===== src/ppdc_pkg.sv =====
// Package with register map, field positions and reset values for pad pull-up and drive control
// Notes on behaviour
// - Bit n enables pull-up on first_port pin n
// - Pull-up acts only on input pins, save two-wire pins driving high
// - Two-wire pins driving high keep enabled pull-up
// - Two-wire pins driving low drop pull-up
// - High-drive enable register sits at offset 0xc
// - High-drive bits 31-4 and 0 read zero
// - Bit 3 gives third_port pin 5 high drive
// - Bit 2 gives third_port pin 1 high drive
// - Bit 1 gives second_port pin 5 high drive
// - Bits 15-8 enable second_port pull-ups
package ppdc_pkg;
  localparam logic [7:0]  PPDC_PULL_ENABLE_LOW_OFS  = 8'h08;
  localparam logic [7:0]  PPDC_HIGH_DRIVE_ENABLE_OFS = 8'h0c;
  localparam int          PPDC_PA_LSB        = 0;
  localparam int          PPDC_PB_LSB        = 8;
  localparam int          PPDC_PC5_DRV_BIT   = 3;
  localparam int          PPDC_PC1_DRV_BIT   = 2;
  localparam int          PPDC_PB5_DRV_BIT   = 1;
  localparam int          PPDC_TWB_SDA_PIN   = 2;
  localparam int          PPDC_TWB_SCL_PIN   = 3;
  localparam logic [15:0] PPDC_PULL_RESET    = 16'h0000;
  localparam logic [2:0]  PPDC_DRIVE_RESET   = 3'h0;
endpackage


===== src/ppdc_top.sv =====
// Pad pull-up and high-drive control register bank
`timescale 1ns/1ps
`default_nettype none
module ppdc_top
  import ppdc_pkg::*;
#(
  parameter int ADDR_W = 8
) (
  input  wire logic              core_clk,          // 50 MHz clock
  input  wire logic              sys_rst,           // Sync reset, high
  input  wire logic [ADDR_W-1:0] reg_addr,          // Byte address
  input  wire logic [31:0]       reg_wdata,         // Write data
  input  wire logic              reg_wr,            // Write strobe
  input  wire logic              reg_rd,            // Read strobe
  output logic      [31:0]       reg_rdata,         // Read data, next cycle
  input  wire logic [7:0]        pa_out_en,         // first_port pin is output
  input  wire logic [7:0]        pa_in_en,          // first_port pin is input
  input  wire logic [7:0]        pa_out_val,        // first_port driven level
  input  wire logic              pa_twb_en,         // Pins 2,3 used by two_wire_bus
  input  wire logic [7:0]        pb_in_en,          // second_port pin is input
  output logic      [7:0]        pa_pullup,         // first_port pull-up to pads
  output logic      [7:0]        pb_pullup,         // second_port pull-up to pads
  output logic                   portc_pin5_drive,  // High drive third_port pin 5
  output logic                   portc_pin1_drive,  // High drive third_port pin 1
  output logic                   portb_pin5_drive   // High drive second_port pin 5
);

  // Elaboration checks on address width and bit map
  if (ADDR_W < 4 || ADDR_W > 8) begin : g_bad_addr_w
    $error("ppdc_top: ADDR_W must be 4..8");
  end
  if (PPDC_PULL_ENABLE_LOW_OFS == PPDC_HIGH_DRIVE_ENABLE_OFS) begin : g_bad_offsets
    $error("ppdc_top: register offsets must differ");
  end
  if (PPDC_PC5_DRV_BIT != PPDC_PB5_DRV_BIT + 2) begin : g_bad_pc5_bit
    $error("ppdc_top: drive fields must be contiguous");
  end
  if (PPDC_PC1_DRV_BIT != PPDC_PB5_DRV_BIT + 1) begin : g_bad_pc1_bit
    $error("ppdc_top: drive fields must be contiguous");
  end
  if (PPDC_TWB_SDA_PIN > PPDC_TWB_SCL_PIN || PPDC_TWB_SCL_PIN > 7) begin : g_bad_twb_pins
    $error("ppdc_top: two_wire_bus pins out of range");
  end
  if (PPDC_PA_LSB + 8 > PPDC_PB_LSB) begin : g_bad_pa_field
    $error("ppdc_top: pull fields overlap");
  end
  if (PPDC_PB_LSB + 8 > 16) begin : g_bad_pb_field
    $error("ppdc_top: pull field beyond register");
  end

  logic [15:0] pull_enable_low;
  logic [2:0]  high_drive_enable;
  logic [7:0]  pa_in_q2;
  logic [7:0]  pa_out_q2;
  logic [7:0]  pa_val_q2;
  logic [7:0]  pb_in_q2;
  logic        twb_q2;
  logic [7:0]  next_pa_pullup;
  logic [31:0] next_rdata;

  wire logic [7:0] sel_addr = 8'(reg_addr);
  wire logic hit_pull  = (sel_addr == PPDC_PULL_ENABLE_LOW_OFS);
  wire logic hit_drive = (sel_addr == PPDC_HIGH_DRIVE_ENABLE_OFS);

  // Pull enable register
  always_ff @(posedge core_clk) begin
    if (sys_rst) begin
      pull_enable_low <= PPDC_PULL_RESET;
    end else if (reg_wr && hit_pull) begin
      pull_enable_low <= reg_wdata[15:0];
    end
  end

  // High drive register, reserved bits dropped
  always_ff @(posedge core_clk) begin
    if (sys_rst) begin
      high_drive_enable <= PPDC_DRIVE_RESET;
    end else if (reg_wr && hit_drive) begin
      high_drive_enable <= reg_wdata[PPDC_PC5_DRV_BIT:PPDC_PB5_DRV_BIT];
    end
  end

  always_comb begin
    next_rdata = 32'h0000_0000;
    if (hit_pull) begin
      next_rdata[15:0] = pull_enable_low;
    end else if (hit_drive) begin
      next_rdata[PPDC_PC5_DRV_BIT:PPDC_PB5_DRV_BIT] = high_drive_enable;
    end
  end

  // Read data valid only the cycle after the strobe
  always_ff @(posedge core_clk) begin
    if (sys_rst) begin
      reg_rdata <= 32'h0000_0000;
    end else if (reg_rd) begin
      reg_rdata <= next_rdata;
    end else begin
      reg_rdata <= 32'h0000_0000;
    end
  end

  // Pin state synchronisers
  ppdc_sync2 #(
    .WIDTH (8)
  ) pa_in_sync_u (
    .core_clk (core_clk),
    .sys_rst  (sys_rst),
    .async_in (pa_in_en),
    .sync_out (pa_in_q2)
  );

  ppdc_sync2 #(
    .WIDTH (8)
  ) pa_out_sync_u (
    .core_clk (core_clk),
    .sys_rst  (sys_rst),
    .async_in (pa_out_en),
    .sync_out (pa_out_q2)
  );

  ppdc_sync2 #(
    .WIDTH (8)
  ) pa_val_sync_u (
    .core_clk (core_clk),
    .sys_rst  (sys_rst),
    .async_in (pa_out_val),
    .sync_out (pa_val_q2)
  );

  ppdc_sync2 #(
    .WIDTH (8)
  ) pb_in_sync_u (
    .core_clk (core_clk),
    .sys_rst  (sys_rst),
    .async_in (pb_in_en),
    .sync_out (pb_in_q2)
  );

  ppdc_sync2 #(
    .WIDTH (1)
  ) twb_sync_u (
    .core_clk (core_clk),
    .sys_rst  (sys_rst),
    .async_in (pa_twb_en),
    .sync_out (twb_q2)
  );

  always_comb begin
    next_pa_pullup = pull_enable_low[PPDC_PA_LSB +: 8] & pa_in_q2 & ~pa_out_q2;
    if (twb_q2) begin
      for (int i = PPDC_TWB_SDA_PIN; i <= PPDC_TWB_SCL_PIN; i++) begin
        if (pa_out_q2[i]) begin
          next_pa_pullup[i] = pull_enable_low[PPDC_PA_LSB + i] & pa_val_q2[i];
        end
      end
    end
  end

  always_ff @(posedge core_clk) begin
    if (sys_rst) begin
      pa_pullup <= 8'h00;
    end else begin
      pa_pullup <= next_pa_pullup;
    end
  end

  always_ff @(posedge core_clk) begin
    if (sys_rst) begin
      pb_pullup <= 8'h00;
    end else begin
      pb_pullup <= pull_enable_low[PPDC_PB_LSB +: 8] & pb_in_q2;
    end
  end

  always_ff @(posedge core_clk) begin
    if (sys_rst) begin
      portc_pin5_drive <= 1'b0;
    end else begin
      portc_pin5_drive <= high_drive_enable[PPDC_PC5_DRV_BIT - PPDC_PB5_DRV_BIT];
    end
  end

  always_ff @(posedge core_clk) begin
    if (sys_rst) begin
      portc_pin1_drive <= 1'b0;
    end else begin
      portc_pin1_drive <= high_drive_enable[PPDC_PC1_DRV_BIT - PPDC_PB5_DRV_BIT];
    end
  end

  always_ff @(posedge core_clk) begin
    if (sys_rst) begin
      portb_pin5_drive <= 1'b0;
    end else begin
      portb_pin5_drive <= high_drive_enable[0];
    end
  end

  // Assertions
  logic past_valid;
  always_ff @(posedge core_clk) begin
    if (sys_rst) past_valid <= 1'b0;
    else past_valid <= 1'b1;
  end
endmodule

// Two-flop synchroniser for pad configuration levels
module ppdc_sync2
  import ppdc_pkg::*;
#(
  parameter int WIDTH = 8
) (
  input  wire logic             core_clk,  // Block clock
  input  wire logic             sys_rst,   // Sync reset, high
  input  wire logic [WIDTH-1:0] async_in,  // Level from outside the domain
  output logic      [WIDTH-1:0] sync_out   // Level after two flops
);

  logic [WIDTH-1:0] meta_q;

  if (WIDTH < 1) begin : g_bad_width
    $error("ppdc_sync2: WIDTH must be at least 1");
  end

  // Only the second flop is read outside
  always_ff @(posedge core_clk) begin
    if (sys_rst) begin
      meta_q   <= {WIDTH{1'b0}};
      sync_out <= {WIDTH{1'b0}};
    end else begin
      meta_q   <= async_in;
      sync_out <= meta_q;
    end
  end

endmodule
`default_nettype wire


===== config.mk =====
export PLATFORM = sky130hd
export DESIGN_NAME = ppdc_top
export DESIGN_NICKNAME = d
export VERILOG_FILES = /design/src/ppdc_pkg.sv /design/src/ppdc_top.sv
export SDC_FILE = /design/constraint.sdc
export NUM_CORES = 1
export LEC_CHECK = 0
export BUFFER_PORTS_ARGS = -buffer_cell sky130_fd_sc_hd__buf_4
export CORE_ASPECT_RATIO = 2
export CORE_UTILIZATION = 52
export CTS_CLUSTER_SIZE = 10
export DETAILED_ROUTE_END_ITERATION = 6
export PLACE_DENSITY = 0.84
export SLEW_MARGIN = 40
export SYNTH_ARGS = -nofsm -noshare
export SYNTH_HDL_FRONTEND = slang
export SYNTH_SLANG_ARGS = --single-unit

===== constraint.sdc =====
create_clock -name core_clk -period 2.5 [get_ports core_clk]
set_input_delay 0 -clock core_clk [delete_from_list [all_inputs] [get_ports core_clk]]
set_output_delay 0 -clock core_clk [all_outputs]
set_load 0.005 [all_outputs]

After elaboration in Yosys (flattened, before gate mapping)
Index checks and enable logic that the tools add are counted.

Output and inout port bits: 51. Word-level logic and storage cells: 39. Input port bits: 77. Flip-flop bits (word level): 128.

Equal/unequal tests: 2. Bitwise logic cells: 8. Reductions and logical operators: 4. Mux-type cells: 5.

Operators by type and width (number): $and 8x8->8 (3); $eq 8x4->1 const B (2); $not 8->8 (1); $mux 3 (2); $reduce_or 3->1 (1); $and 1x1->1 (2); $logic_and 1x1->1 (2); $mux 1 (2); $mux 2 (1); $not 1->1 (2); $reduce_or 2->1 (1).

Longest topological paths before layout
Depth in word-level cells: 4. Mapped depth: 5. Mapped depth without buffers: 3.

Cells and area by module
From an unflattened synthesis, not the netlist that was laid out.

Cells, all modules: 326. Area total of the unflattened synthesis: 3898.7 um2.

By module, submodules not included: ppdc_top (times used 1, cells each 190, area each 1989.4 um2, seq. area each 1081.0 um2); ppdc_sync2 at pa_in_sync_u ... (times used 4, cells each 33, area each 464.2 um2, seq. area each 320.3 um2); ppdc_sync2 at twb_sync_u (times used 1, cells each 4, area each 52.6 um2, seq. area each 40.0 um2).

Worst setup path after synthesis
OpenSTA, ideal clock, no wires.

Kind: input port to flip-flop. Start point: input port reg_addr[7]. End point: register pull_enable_low[10]. Slack: 0.996 ns. Buffers on the path: 1. Required time: 2.428 ns. Cell stages on the path: 4. Data arrival time: 1.432 ns. Library setup time: 0.072 ns. Cell sequence: or4_4 nor4_4 buf_6 mux2i_1.

Longest elaborated chain between the ends: 2.

Ends and longest elaborated chain: start: declaration (line ppdc_top.sv:11) `input wire logic [ADDR_W-1:0] reg_addr,`; $eq 8x4->1 (line ppdc_top.sv:62) `wire logic hit_pull = (sel_addr == PPDC_PULL_ENABLE_LOW_OFS);`; $logic_and 1x1->1 (line ppdc_top.sv:69) `end else if (reg_wr && hit_pull) begin`; end signal: assignment (line ppdc_top.sv:70) `pull_enable_low <= reg_wdata[15:0];`; end: declaration (line ppdc_top.sv:51) `logic [15:0] pull_enable_low;`.

No other way between the ends. A chain may end at the register's enable or synchronous reset.

Final worst setup path
Start point: input port reg_addr[2]. End point: register high_drive_enable[1].

Longest elaborated chain between the ends: 2.

Ends and longest elaborated chain: $eq 8x4->1 (line ppdc_top.sv:63) `wire logic hit_drive = (sel_addr == PPDC_HIGH_DRIVE_ENABLE_OFS);`; $logic_and 1x1->1 (line ppdc_top.sv:78) `end else if (reg_wr && hit_drive) begin`; end signal: assignment (line ppdc_top.sv:79) `high_drive_enable <= reg_wdata[PPDC_PC5_DRV_BIT:PPDC_PB5_DRV_BIT];`; end: declaration (line ppdc_top.sv:52) `logic [2:0] high_drive_enable;`.

No other way between the ends.

==> results.yml <==
outcome:
  run_status: "complete, no violations"
logic_synthesis:
  ys_ff_latch: 108
  synth_edf_count: 0
  ys_async_sr_fraction_pct: 0
  syn_area_mm2: 0.00343
  synth_common_cells: "dfxtp_1, nor2b_1, nand2b_1, mux2i_1, buf_4"
  synth_area_leader_cell: "dfxtp_1"
  ys_seq_area_share_pct: 63.0
  yosysUniqueCellTypes: 21
  synth_most_common_cell: "dfxtp_1"
  synth_area_per_cell_um2: 11.3
  syn_inst: 305
  synth_top_area_share_pct: 63.0
  synthTopCellsByArea: "dfxtp_1, nor2b_1, nand2b_1, mux2i_1, buf_4"
  yosysWarnings: 0
  synth_flop_cell: "dfxtp_1"
route:
  drt_iter0_drc: 49
  wl_per_cell_um: 12.1
  drt-vias-per-instance: 4.43
  drt_wl_total_mm: 6.40
  vias: 2344
  dr.pass1.iters: 4
  drc: 0
  ant_nets: 0
cts:
  cts_tree: "yes"
  clk_pin_slew_ns: 0.06
  clock_sinks: 108
  cts_resized: 0
  cts_buffer_depth: 2
  h-tree-depth: 3
  cts_root_buffer: "clkbuf_16"
  cts_setup_buffers: 0
  cts_buffers: 9
  insertion_delay_ns: 0.33
placement:
  finalWeightedCongestion: 0.728
  dpl.hpwl_mm: 3.83
  dpl-instance-area_mm2: 0.00412
  io_buffers: 89
final_layout:
  n_antenna_cell: 0
  fin_util_pct: 77.4
  area_delta_synth_final_pct: 43.4
  final_area_mm2: 0.00492
  fillCellCount: 424
  layout.nets: 515
  drive_above_1_share_pct: 25.3
timing:
  tns_ns: 0
  relSlewSlack_pct: 52.8
  fmax_mhz: 747
  period_needed_ns: 1.34
  period_share_pct: 53.5
  fin_skew_ns: 0.00441
  tightestPinTransition_ns: 0.703
  hold_violations: 0
  setup_viol: 0
  slew_violations: 0
  rsz0062_at_grt: "no"
power:
  p_per_area_mw_per_mm2: 737
  peakVddDrop_v: 0.000619
  p_leak_nw: 2.10
grt:
  antenna_found_initial: 0
  grt_pass1_wl_mm: 9.78
  grt_pass1_vias: 2236
  overflow: 0
  grt_max_degree: 57
  grtUsageTotal_pct: 19.6
floorplan:
  io_pins: 128
  die_y_um: 117
  die_width_um: 59.5
  dieArea_mm2: 0.00695
  core_mm2: 0.00636
  num_rows: 41
  initial_core_util_pct: 54.0
setup_path:
  crit_fanout: 6
  start_kind: "input port"
  critPathRequiredTime_ns: 2.76
  endpoint_kind: "flip-flop"
  arrival_ns: 1.60
  path_class: "in2reg"
min_path:
  min_path_type: "in2reg"
job:
  cap_viol_max_count: 0
## logic make-up (layout without fill, tap and decap cells)
kind of cell,count (synthesis),in the layout,share of synthesized area (%)
AOI/OAI and AO/OA,2,2,0.291
buffers and inverters,41,164,6.45
other,1,16,0.109
DFF,108,108,63.0
muxes,22,22,6.41
and+or+nand+nor,131,131,23.8
## where the power goes
group | switching, mW | leakage [nW] | internal [mW]
registers | 0.00896 | 0.882 | 1.76
clock network | 0.573 | 0.173 | 1.08
logic | 0.0681 | 1.05 | 0.136
total | 0.650 | 2.10 | 2.98
## state kept, by name, indices dropped and copies added (netlist names)
name                    flops
pa_val_sync_u.meta_q        2
pb_in_sync_u.sync_out       8
pull_enable_low            16
reg_rdata                  16
high_drive_enable           3
pa_out_sync_u.sync_out      8
portc_pin1_drive            1
portb_pin5_drive            1
pa_pullup                   8
twb_sync_u.meta_q           1
portc_pin5_drive            1
pb_in_sync_u.meta_q         8
pa_val_sync_u.sync_out      2
pa_out_sync_u.meta_q        8
pa_in_sync_u.meta_q         8
twb_sync_u.sync_out         1
pa_in_sync_u.sync_out       8
pb_pullup                   8
## worst max-delay path, cell delays in order
cell	delay, ns
dlygate4sd3_1	0.54
buf_4	0.17
nand2_1	0.08
nor3_1	0.55
mux2i_1	0.26
## through the flow
step / setup slack [ns] / std cells / total power [mW] / hold WS, ns
2_1_floorplan: 0.996 / 320 / 1.90 / 0.128
3_5_place_dp: 0.894 / 469 / 1.95 / 0.214
4_1_cts: 1.22 / 529 / 3.66 / 0.0908
3_3_place_gp: 0.955 / 469 / 1.95 / 0.209
5_1_grt: 1.04 / 529 / 3.73 / 0.116
6_report: 1.16 / 529 / 3.63 / 0.0959
## what timing repair did
action	in CTS	in global routing
hold buffers	44	0
hold endpoints to repair	49	0
setup endpoints to repair	0	0
## final cells by class
| cell class | instances | area [um^2] | share of cell area (%) |
|---|---|---|---|
| Sequential cell | 108 | 2160 | 43.9 |
| Timing Repair Buffer | 136 | 1130 | 23.0 |
| Multi-Input combinational cell | 171 | 1110 | 22.6 |
| Clock buffer | 10 | 229 | 4.65 |
| Clock inverter | 6 | 136 | 2.77 |
| Tap cell | 86 | 108 | 2.18 |
| Inverter | 12 | 45.0 | 0.915 |
## layout by cell type (no fill, tap or decap), types with 2 or more instances in the layout
cell type / n
dfxtp_1: 108
buf_4: 92
nor2b_1: 54
dlygate4sd3_1: 44
nand2b_1: 38
mux2i_1: 22
conb_1: 16
and2_1: 13
inv_1: 12
nor2_1: 11
clkbuf_16: 9
nor3b_1: 6
bufinv_16: 4
nand3_1: 2
a21oi_1: 2
## final timing paths
path | from | to | slack [ns] | cells past startpoint
max | reg_addr[2] | high_drive_enable[1]$_SDFFE_PP0P_ | 1.16 | 5
min | sys_rst | pa_in_sync_u.sync_out[3]$_SDFF_PP0_ | 0.1 | 2
max reg2reg | pull_enable_low[0]$_SDFFE_PP0P_ | pa_pullup[0]$_SDFF_PP0_ | 1.81 | 2
min reg2reg | pa_out_sync_u.sync_out[7]$_SDFF_PP0_ | pa_pullup[7]$_SDFF_PP0_ | 0.39 | 1
## per-layer routing
metal	global-route usage [%]	wire (um)	vias to the layer above	part of all wire [%]
met4	12.9	232	0	3.6
li1	-	-	1176	-
met2	36.9	3710	87	58
met3	4.73	316	18	4.9
met1	17.6	2150	1063	34
met5	0	0	-	0
Note: power is estimated with default switching activity, not from simulation.
